<file path="src/common/ppc_regs.vh">
// Register offsets, field positions and reset values of the pad configuration block
`ifndef PPC_REGS_VH
`define PPC_REGS_VH

`define PPC_ADDR_W        12
`define PPC_OFF_ODC1      12'h000
`define PPC_OFF_ODC2      12'h004
`define PPC_OFF_ODC3      12'h008
`define PPC_OFF_PADCFG    12'h00C
`define PPC_OFF_INTCTL2   12'h010
`define PPC_OFF_ANSEL0    12'h014
`define PPC_OFF_ANSEL1    12'h018
`define PPC_OFF_ANSEL2    12'h01C
`define PPC_OFF_DIR       12'h020
`define PPC_OFF_LATCH     12'h024
`define PPC_OFF_PINS      12'h028

`define PPC_ODC1_MASK     8'hE1
`define PPC_ODC2_MASK     8'hFF
`define PPC_ODC2_MASK32K  8'h3F
`define PPC_ODC3_MASK     8'hC1
`define PPC_PADCFG_MASK   8'hE0
`define PPC_INTCTL2_MASK  8'h80
`define PPC_BYTE_MASK     8'hFF

`define PPC_ODC1_SPI1     7
`define PPC_ODC1_CC2      6
`define PPC_ODC1_CC1      5
`define PPC_ODC1_SPI2     0
`define PPC_ODC3_SER2     7
`define PPC_ODC3_SER1     6
`define PPC_ODC3_PDLY     0
`define PPC_PAD_PUD       7
`define PPC_PAD_PUE       6
`define PPC_PAD_PUJ       5
`define PPC_INT2_PUB      7

`define PPC_RST_BYTE      8'h00
`define PPC_RST_DIR       8'hFF
`define PPC_RST_ANSEL     8'hFF
`define PPC_RST_WORD      32'h00000000

`endif

</file>
<file path="src/core/ppc_pad_config.v">
// Pad configuration register file with APB slave and pad qualification
`timescale 1ns/1ps
`default_nettype none
`include "ppc_regs.vh"
module ppc_pad_config #(
	parameter SMALL_MEMORY = 0
) (
	// Clock and reset
	input  wire        mclk,
	input  wire        rst_b,
	input  wire        clkEn,
	// APB slave
	input  wire        psel,
	input  wire        penable,
	input  wire        pwrite,
	input  wire [11:0] paddr,
	input  wire [31:0] pwdata,
	output wire        pready,
	output wire        pslverr,
	output reg  [31:0] prdata,
	// Peripheral outputs to be routed
	input  wire        spi1Out,
	input  wire        spi2Out,
	input  wire [9:0]  capCmpOut,
	input  wire        ser1Out,
	input  wire        ser2Out,
	// Peripheral pad controls
	output wire        spi1PadOut,
	output wire        spi1PadOe,
	output wire        spi2PadOut,
	output wire        spi2PadOe,
	output wire [9:0]  capCmpPadOut,
	output wire [9:0]  capCmpPadOe,
	output wire        ser1PadOut,
	output wire        ser1PadOe,
	output wire        ser2PadOut,
	output wire        ser2PadOe,
	// Pulse-delay input
	input  wire        portFPin1In,
	output wire        pulseDelayIn,
	// Port pull-up enables
	output wire        portBPullup,
	output wire        portDPullup,
	output wire        portEPullup,
	output wire        portJPullup,
	// Analog selects
	output wire [23:0] analogSelect,
	// Generic port
	input  wire [7:0]  portPinIn,
	output wire [7:0]  portPadOut,
	output wire [7:0]  portPadOe,
	output wire [7:0]  portPadPullup
);
	reg  [7:0] odc1_ff;
	reg  [7:0] odc2_ff;
	reg  [7:0] odc3_ff;
	reg  [7:0] padCfg_ff;
	reg  [7:0] intCtl2_ff;
	reg  [7:0] ansel0_ff;
	reg  [7:0] ansel1_ff;
	reg  [7:0] ansel2_ff;
	reg  [7:0] dir_ff;
	reg  [7:0] latch_ff;
	reg  [7:0] nxt_odc1;
	reg  [7:0] nxt_odc2;
	reg  [7:0] nxt_odc3;
	reg  [7:0] nxt_padCfg;
	reg  [7:0] nxt_intCtl2;
	reg  [7:0] nxt_ansel0;
	reg  [7:0] nxt_ansel1;
	reg  [7:0] nxt_ansel2;
	reg  [7:0] nxt_dir;
	reg  [7:0] nxt_latch;
	reg  [31:0] nxt_prdata;
	wire       wrEn;
	wire       rdEn;
	wire       addrHit;
	wire [7:0] wByte;
	wire [7:0] odc2Mask;
	wire [9:0] ccOdEn;
	wire       selOdc1;
	wire       selOdc2;
	wire       selOdc3;
	wire       selPadCfg;
	wire       selIntCtl2;
	wire       selAnsel0;
	wire       selAnsel1;
	wire       selAnsel2;
	wire       selDir;
	wire       selLatch;
	wire       selPins;

	// Masked write keeps unimplemented bits at zero
	function [7:0] maskedByte;
		input [7:0] data;
		input [7:0] mask;
		begin
			maskedByte = data & mask;
		end
	endfunction

	// Open-drain pad: drives low only
	function odOe;
		input odEn;
		input val;
		begin
			odOe = ~(odEn & val);
		end
	endfunction

	// Register select from the byte address
	function offsetHit;
		input [11:0] addr;
		input [11:0] offset;
		begin
			offsetHit = (addr == offset);
		end
	endfunction

	assign odc2Mask = (SMALL_MEMORY != 0) ? `PPC_ODC2_MASK32K : `PPC_ODC2_MASK;
	assign wByte    = pwdata[7:0];
	assign pready   = 1'b1;
	assign selOdc1    = offsetHit(paddr, `PPC_OFF_ODC1);
	assign selOdc2    = offsetHit(paddr, `PPC_OFF_ODC2);
	assign selOdc3    = offsetHit(paddr, `PPC_OFF_ODC3);
	assign selPadCfg  = offsetHit(paddr, `PPC_OFF_PADCFG);
	assign selIntCtl2 = offsetHit(paddr, `PPC_OFF_INTCTL2);
	assign selAnsel0  = offsetHit(paddr, `PPC_OFF_ANSEL0);
	assign selAnsel1  = offsetHit(paddr, `PPC_OFF_ANSEL1);
	assign selAnsel2  = offsetHit(paddr, `PPC_OFF_ANSEL2);
	assign selDir     = offsetHit(paddr, `PPC_OFF_DIR);
	assign selLatch   = offsetHit(paddr, `PPC_OFF_LATCH);
	assign selPins    = offsetHit(paddr, `PPC_OFF_PINS);
	assign addrHit  = selOdc1 | selOdc2 | selOdc3 | selPadCfg | selIntCtl2 | selAnsel0 |
		selAnsel1 | selAnsel2 | selDir | selLatch | selPins;
	assign pslverr  = psel & penable & ~addrHit;
	assign wrEn     = psel & penable & pwrite & clkEn;
	assign rdEn     = psel & penable & ~pwrite & clkEn;

	// Next register values from a bus write
	always @* begin
		nxt_odc1    = odc1_ff;
		nxt_odc2    = odc2_ff;
		nxt_odc3    = odc3_ff;
		nxt_padCfg  = padCfg_ff;
		nxt_intCtl2 = intCtl2_ff;
		nxt_ansel0  = ansel0_ff;
		nxt_ansel1  = ansel1_ff;
		nxt_ansel2  = ansel2_ff;
		nxt_dir     = dir_ff;
		nxt_latch   = latch_ff;
		if (wrEn) begin
			case (paddr)
				`PPC_OFF_ODC1: begin
					nxt_odc1 = maskedByte(wByte, `PPC_ODC1_MASK);
				end
				`PPC_OFF_ODC2: begin
					nxt_odc2 = maskedByte(wByte, odc2Mask);
				end
				`PPC_OFF_ODC3: begin
					nxt_odc3 = maskedByte(wByte, `PPC_ODC3_MASK);
				end
				`PPC_OFF_PADCFG: begin
					nxt_padCfg = maskedByte(wByte, `PPC_PADCFG_MASK);
				end
				`PPC_OFF_INTCTL2: begin
					nxt_intCtl2 = maskedByte(wByte, `PPC_INTCTL2_MASK);
				end
				`PPC_OFF_ANSEL0: begin
					nxt_ansel0 = wByte;
				end
				`PPC_OFF_ANSEL1: begin
					nxt_ansel1 = wByte;
				end
				`PPC_OFF_ANSEL2: begin
					nxt_ansel2 = wByte;
				end
				`PPC_OFF_DIR: begin
					nxt_dir = wByte;
				end
				`PPC_OFF_LATCH, `PPC_OFF_PINS: begin
					nxt_latch = wByte;
				end
				default: begin
				end
			endcase
		end
	end

	// Register state, frozen while clock enable is low
	always @(posedge mclk or negedge rst_b) begin
		if (!rst_b) begin
			odc1_ff <= `PPC_RST_BYTE;
		end else if (clkEn) begin
			odc1_ff <= nxt_odc1;
		end
	end

	always @(posedge mclk or negedge rst_b) begin
		if (!rst_b) begin
			odc2_ff <= `PPC_RST_BYTE;
		end else if (clkEn) begin
			odc2_ff <= nxt_odc2;
		end
	end

	always @(posedge mclk or negedge rst_b) begin
		if (!rst_b) begin
			odc3_ff <= `PPC_RST_BYTE;
		end else if (clkEn) begin
			odc3_ff <= nxt_odc3;
		end
	end

	always @(posedge mclk or negedge rst_b) begin
		if (!rst_b) begin
			padCfg_ff <= `PPC_RST_BYTE;
		end else if (clkEn) begin
			padCfg_ff <= nxt_padCfg;
		end
	end

	always @(posedge mclk or negedge rst_b) begin
		if (!rst_b) begin
			intCtl2_ff <= `PPC_RST_BYTE;
		end else if (clkEn) begin
			intCtl2_ff <= nxt_intCtl2;
		end
	end

	always @(posedge mclk or negedge rst_b) begin
		if (!rst_b) begin
			ansel0_ff <= `PPC_RST_ANSEL;
		end else if (clkEn) begin
			ansel0_ff <= nxt_ansel0;
		end
	end

	always @(posedge mclk or negedge rst_b) begin
		if (!rst_b) begin
			ansel1_ff <= `PPC_RST_ANSEL;
		end else if (clkEn) begin
			ansel1_ff <= nxt_ansel1;
		end
	end

	always @(posedge mclk or negedge rst_b) begin
		if (!rst_b) begin
			ansel2_ff <= `PPC_RST_ANSEL;
		end else if (clkEn) begin
			ansel2_ff <= nxt_ansel2;
		end
	end

	always @(posedge mclk or negedge rst_b) begin
		if (!rst_b) begin
			dir_ff <= `PPC_RST_DIR;
		end else if (clkEn) begin
			dir_ff <= nxt_dir;
		end
	end

	always @(posedge mclk or negedge rst_b) begin
		if (!rst_b) begin
			latch_ff <= `PPC_RST_BYTE;
		end else if (clkEn) begin
			latch_ff <= nxt_latch;
		end
	end

	// Read mux
	always @* begin
		nxt_prdata = `PPC_RST_WORD;
		case (paddr)
			`PPC_OFF_ODC1: nxt_prdata[7:0] = odc1_ff;
			`PPC_OFF_ODC2: nxt_prdata[7:0] = odc2_ff;
			`PPC_OFF_ODC3: nxt_prdata[7:0] = odc3_ff;
			`PPC_OFF_PADCFG: nxt_prdata[7:0] = padCfg_ff;
			`PPC_OFF_INTCTL2: nxt_prdata[7:0] = intCtl2_ff;
			`PPC_OFF_ANSEL0: nxt_prdata[7:0] = ansel0_ff;
			`PPC_OFF_ANSEL1: nxt_prdata[7:0] = ansel1_ff;
			`PPC_OFF_ANSEL2: nxt_prdata[7:0] = ansel2_ff;
			`PPC_OFF_DIR: nxt_prdata[7:0] = dir_ff;
			`PPC_OFF_LATCH: nxt_prdata[7:0] = latch_ff;
			`PPC_OFF_PINS: nxt_prdata[7:0] = portPinIn;
			default: nxt_prdata = `PPC_RST_WORD;
		endcase
	end

	// Read data registered at setup, valid in access
	always @(posedge mclk or negedge rst_b) begin
		if (!rst_b) begin
			prdata <= `PPC_RST_WORD;
		end else if (clkEn && psel && !penable && !pwrite) begin
			prdata <= nxt_prdata;
		end else if (rdEn) begin
			prdata <= prdata;
		end
	end

	// Pull-up enables, one per port
	assign portBPullup = intCtl2_ff[`PPC_INT2_PUB];
	assign portDPullup = padCfg_ff[`PPC_PAD_PUD];
	assign portEPullup = padCfg_ff[`PPC_PAD_PUE];
	assign portJPullup = padCfg_ff[`PPC_PAD_PUJ];

	// Open-drain peripheral outputs
	assign ccOdEn = {odc2_ff, odc1_ff[`PPC_ODC1_CC2], odc1_ff[`PPC_ODC1_CC1]};
	assign spi1PadOut   = spi1Out & ~odc1_ff[`PPC_ODC1_SPI1];
	assign spi1PadOe    = odOe(odc1_ff[`PPC_ODC1_SPI1], spi1Out);
	assign spi2PadOut   = spi2Out & ~odc1_ff[`PPC_ODC1_SPI2];
	assign spi2PadOe    = odOe(odc1_ff[`PPC_ODC1_SPI2], spi2Out);
	assign capCmpPadOut = capCmpOut & ~ccOdEn;
	assign capCmpPadOe  = ~(ccOdEn & capCmpOut);
	assign ser1PadOut   = ser1Out & ~odc3_ff[`PPC_ODC3_SER1];
	assign ser1PadOe    = odOe(odc3_ff[`PPC_ODC3_SER1], ser1Out);
	assign ser2PadOut   = ser2Out & ~odc3_ff[`PPC_ODC3_SER2];
	assign ser2PadOe    = odOe(odc3_ff[`PPC_ODC3_SER2], ser2Out);

	// Pulse-delay input gate
	assign pulseDelayIn = portFPin1In & odc3_ff[`PPC_ODC3_PDLY];

	assign analogSelect = {ansel2_ff, ansel1_ff, ansel0_ff};

	// Generic port pads
	ppc_pad_cell uPort (
		.dirIn      (dir_ff),
		.latchOut   (latch_ff),
		.odEnable   (`PPC_RST_BYTE),
		.pullEnable (portBPullup),
		.padOut     (portPadOut),
		.padOe      (portPadOe),
		.padPullup  (portPadPullup)
	);
endmodule
`default_nettype wire

</file>
<file path="src/core/ppc_pad_cell.v">
// One port of eight pads: direction, open-drain and pull-up qualification
`timescale 1ns/1ps
`default_nettype none
module ppc_pad_cell (
	// Configuration
	input  wire [7:0] dirIn,
	input  wire [7:0] latchOut,
	input  wire [7:0] odEnable,
	input  wire       pullEnable,
	// Pad side
	output wire [7:0] padOut,
	output wire [7:0] padOe,
	output wire [7:0] padPullup
);
	// Input when direction is 1, else drive latch
	// Open drain only ever drives low
	assign padOut    = latchOut & ~odEnable;
	assign padOe     = ~dirIn & ~(odEnable & latchOut);
	assign padPullup = {8{pullEnable}} & dirIn;
endmodule
`default_nettype wire

</file>
<file path="config.mk">
export PLATFORM = sky130hd
export DESIGN_NAME = ppc_pad_config
export DESIGN_NICKNAME = d
export VERILOG_FILES = /design/src/core/ppc_pad_config.v /design/src/core/ppc_pad_cell.v
export VERILOG_INCLUDE_DIRS = /design/src /design/src/common
export SDC_FILE = /design/constraint.sdc
export NUM_CORES = 1
export LEC_CHECK = 0
export BUFFER_PORTS_ARGS = -buffer_cell sky130_fd_sc_hd__buf_2
export CORE_MARGIN = 8
export CORE_UTILIZATION = 40
export CTS_BUF_LIST = sky130_fd_sc_hd__clkbuf_16
export CTS_CLUSTER_SIZE = 10
export DETAILED_ROUTE_END_ITERATION = 8
export GPL_TIMING_DRIVEN = 1
export MAX_ROUTING_LAYER = met4
export PLACE_DENSITY = 0.74
export SYNTH_ARGS = -nofsm -noshare
export SYNTH_HDL_FRONTEND = slang
export SYNTH_SLANG_ARGS = --single-unit
</file>
<file path="constraint.sdc">
create_clock -name mclk -period 1.1 [get_ports mclk]
set_input_delay 0.11 -clock mclk [delete_from_list [all_inputs] [get_ports mclk]]
set_output_delay 0.11 -clock mclk [all_outputs]
set_load 0.05 [all_outputs]
</file>
==> impl_results.html <==
<table>
<tr><th>Metric</th><th>Value</th></tr>
<tr><th colspan="2">Logic synthesis</th></tr>
<tr><td>Summed instance area of the synthesized netlist</td><td>3810 um2</td></tr>
<tr><td>Post-synthesis average cell area</td><td>10.7 um2</td></tr>
<tr><td>Number of flip-flops and latches in the synthesized netlist</td><td>67</td></tr>
<tr><td>Count of flip-flops with a built-in enable after synthesis</td><td>0</td></tr>
<tr><td>Area share of the largest cell type after synthesis</td><td>23.0%</td></tr>
<tr><td>Unique masters post-synth</td><td>52</td></tr>
<tr><td>Library cell with the largest summed area after synthesis</td><td>sky130_fd_sc_hd__dfrtp_1</td></tr>
<tr><td>Combinational family with the most area after synthesis</td><td>multiplexers</td></tr>
<tr><td>Top cells by instance count after synthesis</td><td>sky130_fd_sc_hd__mux2_2 (51), sky130_fd_sc_hd__nand2_1 (38), sky130_fd_sc_hd__dfrtp_1 (35)</td></tr>
<tr><td>Post-synthesis mux area share</td><td>20.3%</td></tr>
<tr><td>Synth Area in Simple Gates</td><td>17.6%</td></tr>
<tr><td>Post-synthesis compound-gate area fraction</td><td>9.37%</td></tr>
<tr><td>Instance count of the mapped netlist</td><td>355</td></tr>
<tr><td>Most frequent cell after synthesis</td><td>sky130_fd_sc_hd__mux2_2</td></tr>
<tr><td>Adder-Cell Fraction of Synth Area</td><td>0%</td></tr>
<tr><td>Share of synthesized flip-flops with an asynchronous set or reset</td><td>100%</td></tr>
<tr><td>Sequential element share of the synthesized area</td><td>45.1%</td></tr>
<tr><td>Share of the synthesized netlist area taken by xor and xnor gates</td><td>0%</td></tr>
<tr><td>Cells taking the most area after synthesis</td><td>sky130_fd_sc_hd__dfrtp_1 (23%), sky130_fd_sc_hd__dfstp_2 (22%), sky130_fd_sc_hd__mux2_2 (15%)</td></tr>
<tr><td>Top FF cell, synth</td><td>sky130_fd_sc_hd__dfrtp_1</td></tr>
<tr><td>Synth warnings</td><td>0</td></tr>
<tr><th colspan="2">Global routing</th></tr>
<tr><td>First-pass GRT wire length</td><td>25800 um</td></tr>
<tr><td>Vias in the first global route</td><td>4645</td></tr>
<tr><td>GR Overflow Total</td><td>0</td></tr>
<tr><td>Aggregate global-route resource usage</td><td>26.6%</td></tr>
<tr><td>Initial antenna violation count</td><td>0</td></tr>
<tr><td>Pin count of the biggest net entering global routing</td><td>68</td></tr>
<tr><th colspan="2">Clocking</th></tr>
<tr><td>Number of CTS-inserted buffers</td><td>9</td></tr>
<tr><td>H-tree depth reported by CTS</td><td>3</td></tr>
<tr><td>Clock tree from TritonCTS</td><td>built</td></tr>
<tr><td>Clock latency of the later-clocked register in the worst-skew pair</td><td>0.34 ns</td></tr>
<tr><td>Number of sinks on the clock net</td><td>67</td></tr>
<tr><td>CTS root buffer</td><td>sky130_fd_sc_hd__clkbuf_16</td></tr>
<tr><td>Clock-pin slew of the registers on the worst-case setup and hold paths</td><td>0.06 ns</td></tr>
<tr><td>Number of buffers on the longest clock path</td><td>2</td></tr>
<tr><th colspan="2">Cells and area</th></tr>
<tr><td>Diodes inserted</td><td>0</td></tr>
<tr><td>Layout cells sized above 1</td><td>77.4%</td></tr>
<tr><td>Area added between synthesis and finish</td><td>105%</td></tr>
<tr><td>Final layout net count</td><td>727</td></tr>
<tr><td>Summed area of non-filler cells in the final layout</td><td>7820 um2</td></tr>
<tr><th colspan="2">Drt</th></tr>
<tr><td>Avg WL per Cell</td><td>25.3 um</td></tr>
<tr><td>DRC violation count after routing</td><td>0</td></tr>
<tr><td>Detailed-router iteration count before antenna repair</td><td>5</td></tr>
<tr><td>First DRT Iteration DRCs</td><td>379</td></tr>
<tr><td>Vias post-DR</td><td>4478</td></tr>
<tr><td>Post-detailed-route count of antenna-violating nets</td><td>0</td></tr>
<tr><td>Total wire length after detailed routing</td><td>19900 um</td></tr>
<tr><td>Vias per cell</td><td>5.68</td></tr>
<tr><th colspan="2">Timing</th></tr>
<tr><td>Final worst path period share</td><td>139%</td></tr>
<tr><td>Worst hold slack across all endpoints</td><td>0.0500 ns</td></tr>
<tr><td>Achievable Freq</td><td>654 MHz</td></tr>
<tr><td>RSZ-0062 raised after global routing</td><td>yes</td></tr>
<tr><td>Time the worst path needs with I/O delays and setup</td><td>1.53 ns</td></tr>
<tr><td>Number of setup violations in the final report</td><td>147</td></tr>
<tr><td>Number of pins exceeding their max-slew limit in the final report</td><td>0</td></tr>
<tr><td>Final count of hold timing violations</td><td>0</td></tr>
<tr><td>Worst-case clock skew</td><td>0.00646 ns</td></tr>
<tr><td>Worst setup slack after layout</td><td>-0.429 ns</td></tr>
<tr><td>Setup TNS</td><td>-30.21 ns</td></tr>
<tr><th colspan="2">Hold path</th></tr>
<tr><td>Type of the tightest min-delay check</td><td>in2reg</td></tr>
<tr><th colspan="2">Run status</th></tr>
<tr><td>Outcome</td><td>finished, violations left</td></tr>
<tr><td>Violated checks</td><td>negative setup slack</td></tr>
<tr><th colspan="2">Power</th></tr>
<tr><td>P_leak</td><td>3.83 nW</td></tr>
<tr><td>Pwr Density</td><td>798 nW/um2</td></tr>
<tr><td>Max VDD drop</td><td>0.000730 V</td></tr>
<tr><th colspan="2">Placed design</th></tr>
<tr><td>Post-Place Worst Slack</td><td>-0.766 ns</td></tr>
<tr><td>Placed inst area</td><td>5510 um2</td></tr>
<tr><td>DPL Wire Length</td><td>10300 um</td></tr>
<tr><td>Last weighted congestion value of the routability-driven placer</td><td>0.927</td></tr>
<tr><td>Number of buffers inserted by port buffering</td><td>138</td></tr>
<tr><th colspan="2">Worst setup path</th></tr>
<tr><td>Worst EP arrival</td><td>1.74 ns</td></tr>
<tr><td>Type of destination of the critical path</td><td>flip-flop</td></tr>
<tr><td>Type of the worst setup path</td><td>in2reg</td></tr>
<tr><td>Peak fanout along the critical path</td><td>4</td></tr>
<tr><td>CP required</td><td>1.31 ns</td></tr>
<tr><td>Startpoint Class</td><td>primary input</td></tr>
<tr><th colspan="2">Die</th></tr>
<tr><td>Height of the die</td><td>114 um</td></tr>
<tr><td>Die X-Extent</td><td>114 um</td></tr>
<tr><td>Number of core rows</td><td>35</td></tr>
<tr><td>Total I/O pin count</td><td>188</td></tr>
<tr><td>Die Footprint</td><td>12900 um2</td></tr>
<tr><td>Starting density of the core</td><td>41.2%</td></tr>
<tr><td>Placeable core region</td><td>9240 um2</td></tr>
<tr><th colspan="2">Flow run</th></tr>
<tr><td>Max-cap violations</td><td>0</td></tr>
</table>
-- cell type report --
cell class,instances,area [um2]
Timing Repair Buffer,304,3100
Clock buffer,9,225
Inverter,10,51.3
Sequential cell,67,1720
Tap cell,129,161
Clock inverter,7,36.3
Fill cell,398,1420
Multi-Input combinational cell,262,2520
-- metrics by stage --
| step | std cells | power (W) | util (%) |
|---|---|---|---|
| after global routing | 788 | 0.00637 | 84.7 |
| final | 788 | 0.00624 | 84.7 |
| after global placement | 707 | 0.00335 | 59.6 |
| after detailed placement | 707 | 0.00337 | 59.6 |
| after floorplan | 378 | 0.00307 | - |
| after CTS | 765 | 0.00605 | 80.1 |
-- kinds of logic (layout without fill, tap and decap cells) --
| logic type | Yosys count | count (layout) |
|---|---|---|
| DFF | 67 | 67 |
| other | 2 | 25 |
| and+or+nand+nor | 116 | 116 |
| buffers and inverters | 49 | 330 |
| muxes | 69 | 69 |
| AOI/OAI and AO/OA | 52 | 52 |
-- per-layer routing --
metal	vias up	share of wire [%]	GRT usage (%)
met4	0	6.8	13.0
met3	117	9.7	7.40
met2	371	49	44.8
li1	1807	-	-
met5	-	0	-
met1	2183	35	28.5
-- registers in the layout (all words and copies together), names as in the netlist --
register    count
ansel0_ff       8
ansel1_ff       8
ansel2_ff       8
dir_ff          8
intCtl2_ff      1
latch_ff        8
odc1_ff         4
odc2_ff         8
odc3_ff         3
padCfg_ff       3
prdata          8
-- worst paths after layout --
kind | from | endpoint | slack (ns) | cells past startpoint
max | paddr[4] | odc2_ff[4] | -0.43 | 6
min | pwdata[1] | dir_ff[1] | 0.05 | 3
max reg2reg | dir_ff[6] | prdata[6] | -0.37 | 5
min reg2reg | prdata[0] | prdata[0] | 0.49 | 2
max in group asynchronous | rst_b | ansel1_ff[2] | 0.44 | 3
min in group asynchronous | rst_b | odc2_ff[5] | 0.33 | 3
-- placed cells by master (no fill, tap or decap), types with 6 or more instances in the layout --
master,instances
sky130_fd_sc_hd__mux2_2,9
sky130_fd_sc_hd__o21ai_2,9
sky130_fd_sc_hd__o21ai_1,10
sky130_fd_sc_hd__dfstp_2,32
sky130_fd_sc_hd__buf_6,75
sky130_fd_sc_hd__nand3_1,11
sky130_fd_sc_hd__dfrtp_2,6
sky130_fd_sc_hd__buf_4,98
sky130_fd_sc_hd__mux2i_1,12
sky130_fd_sc_hd__nor2b_4,14
sky130_fd_sc_hd__nand2_2,9
sky130_fd_sc_hd__buf_2,50
sky130_fd_sc_hd__mux2_4,46
sky130_fd_sc_hd__buf_8,67
sky130_fd_sc_hd__dfrtp_1,29
sky130_fd_sc_hd__and2_4,9
sky130_fd_sc_hd__clkbuf_16,10
sky130_fd_sc_hd__nor2_4,6
sky130_fd_sc_hd__nand2_1,14
sky130_fd_sc_hd__conb_1,25
sky130_fd_sc_hd__nand2_4,15
sky130_fd_sc_hd__buf_12,11
-- critical path: stages --
cell and delay, ns:
sky130_fd_sc_hd__buf_8 0.10, sky130_fd_sc_hd__or4_4 0.53, sky130_fd_sc_hd__or2_4 0.28, sky130_fd_sc_hd__nor2_2 0.16, sky130_fd_sc_hd__buf_4 0.19, sky130_fd_sc_hd__mux2_2 0.37
-- report_power, final --
part	switching, W	internal, W
combinational	0.000719	0.000377
clock	0.00118	0.00149
sequential	0.00000200	0.00247
total	0.00190	0.00434
-- timing repair --
| action | in CTS | in global routing |
|---|---|---|
| buffers inserted | 40 | 26 |
| setup endpoints to repair | 149 | 147 |
| endpoints found under the hold margin | 35 | 0 |
| pin swaps | 32 | 19 |
| gates resized for setup | 375 | 71 |
| hold buffers | 1 | 0 |
| gates cloned | 1 | 1 |
(Power assumes the default switching activity.)
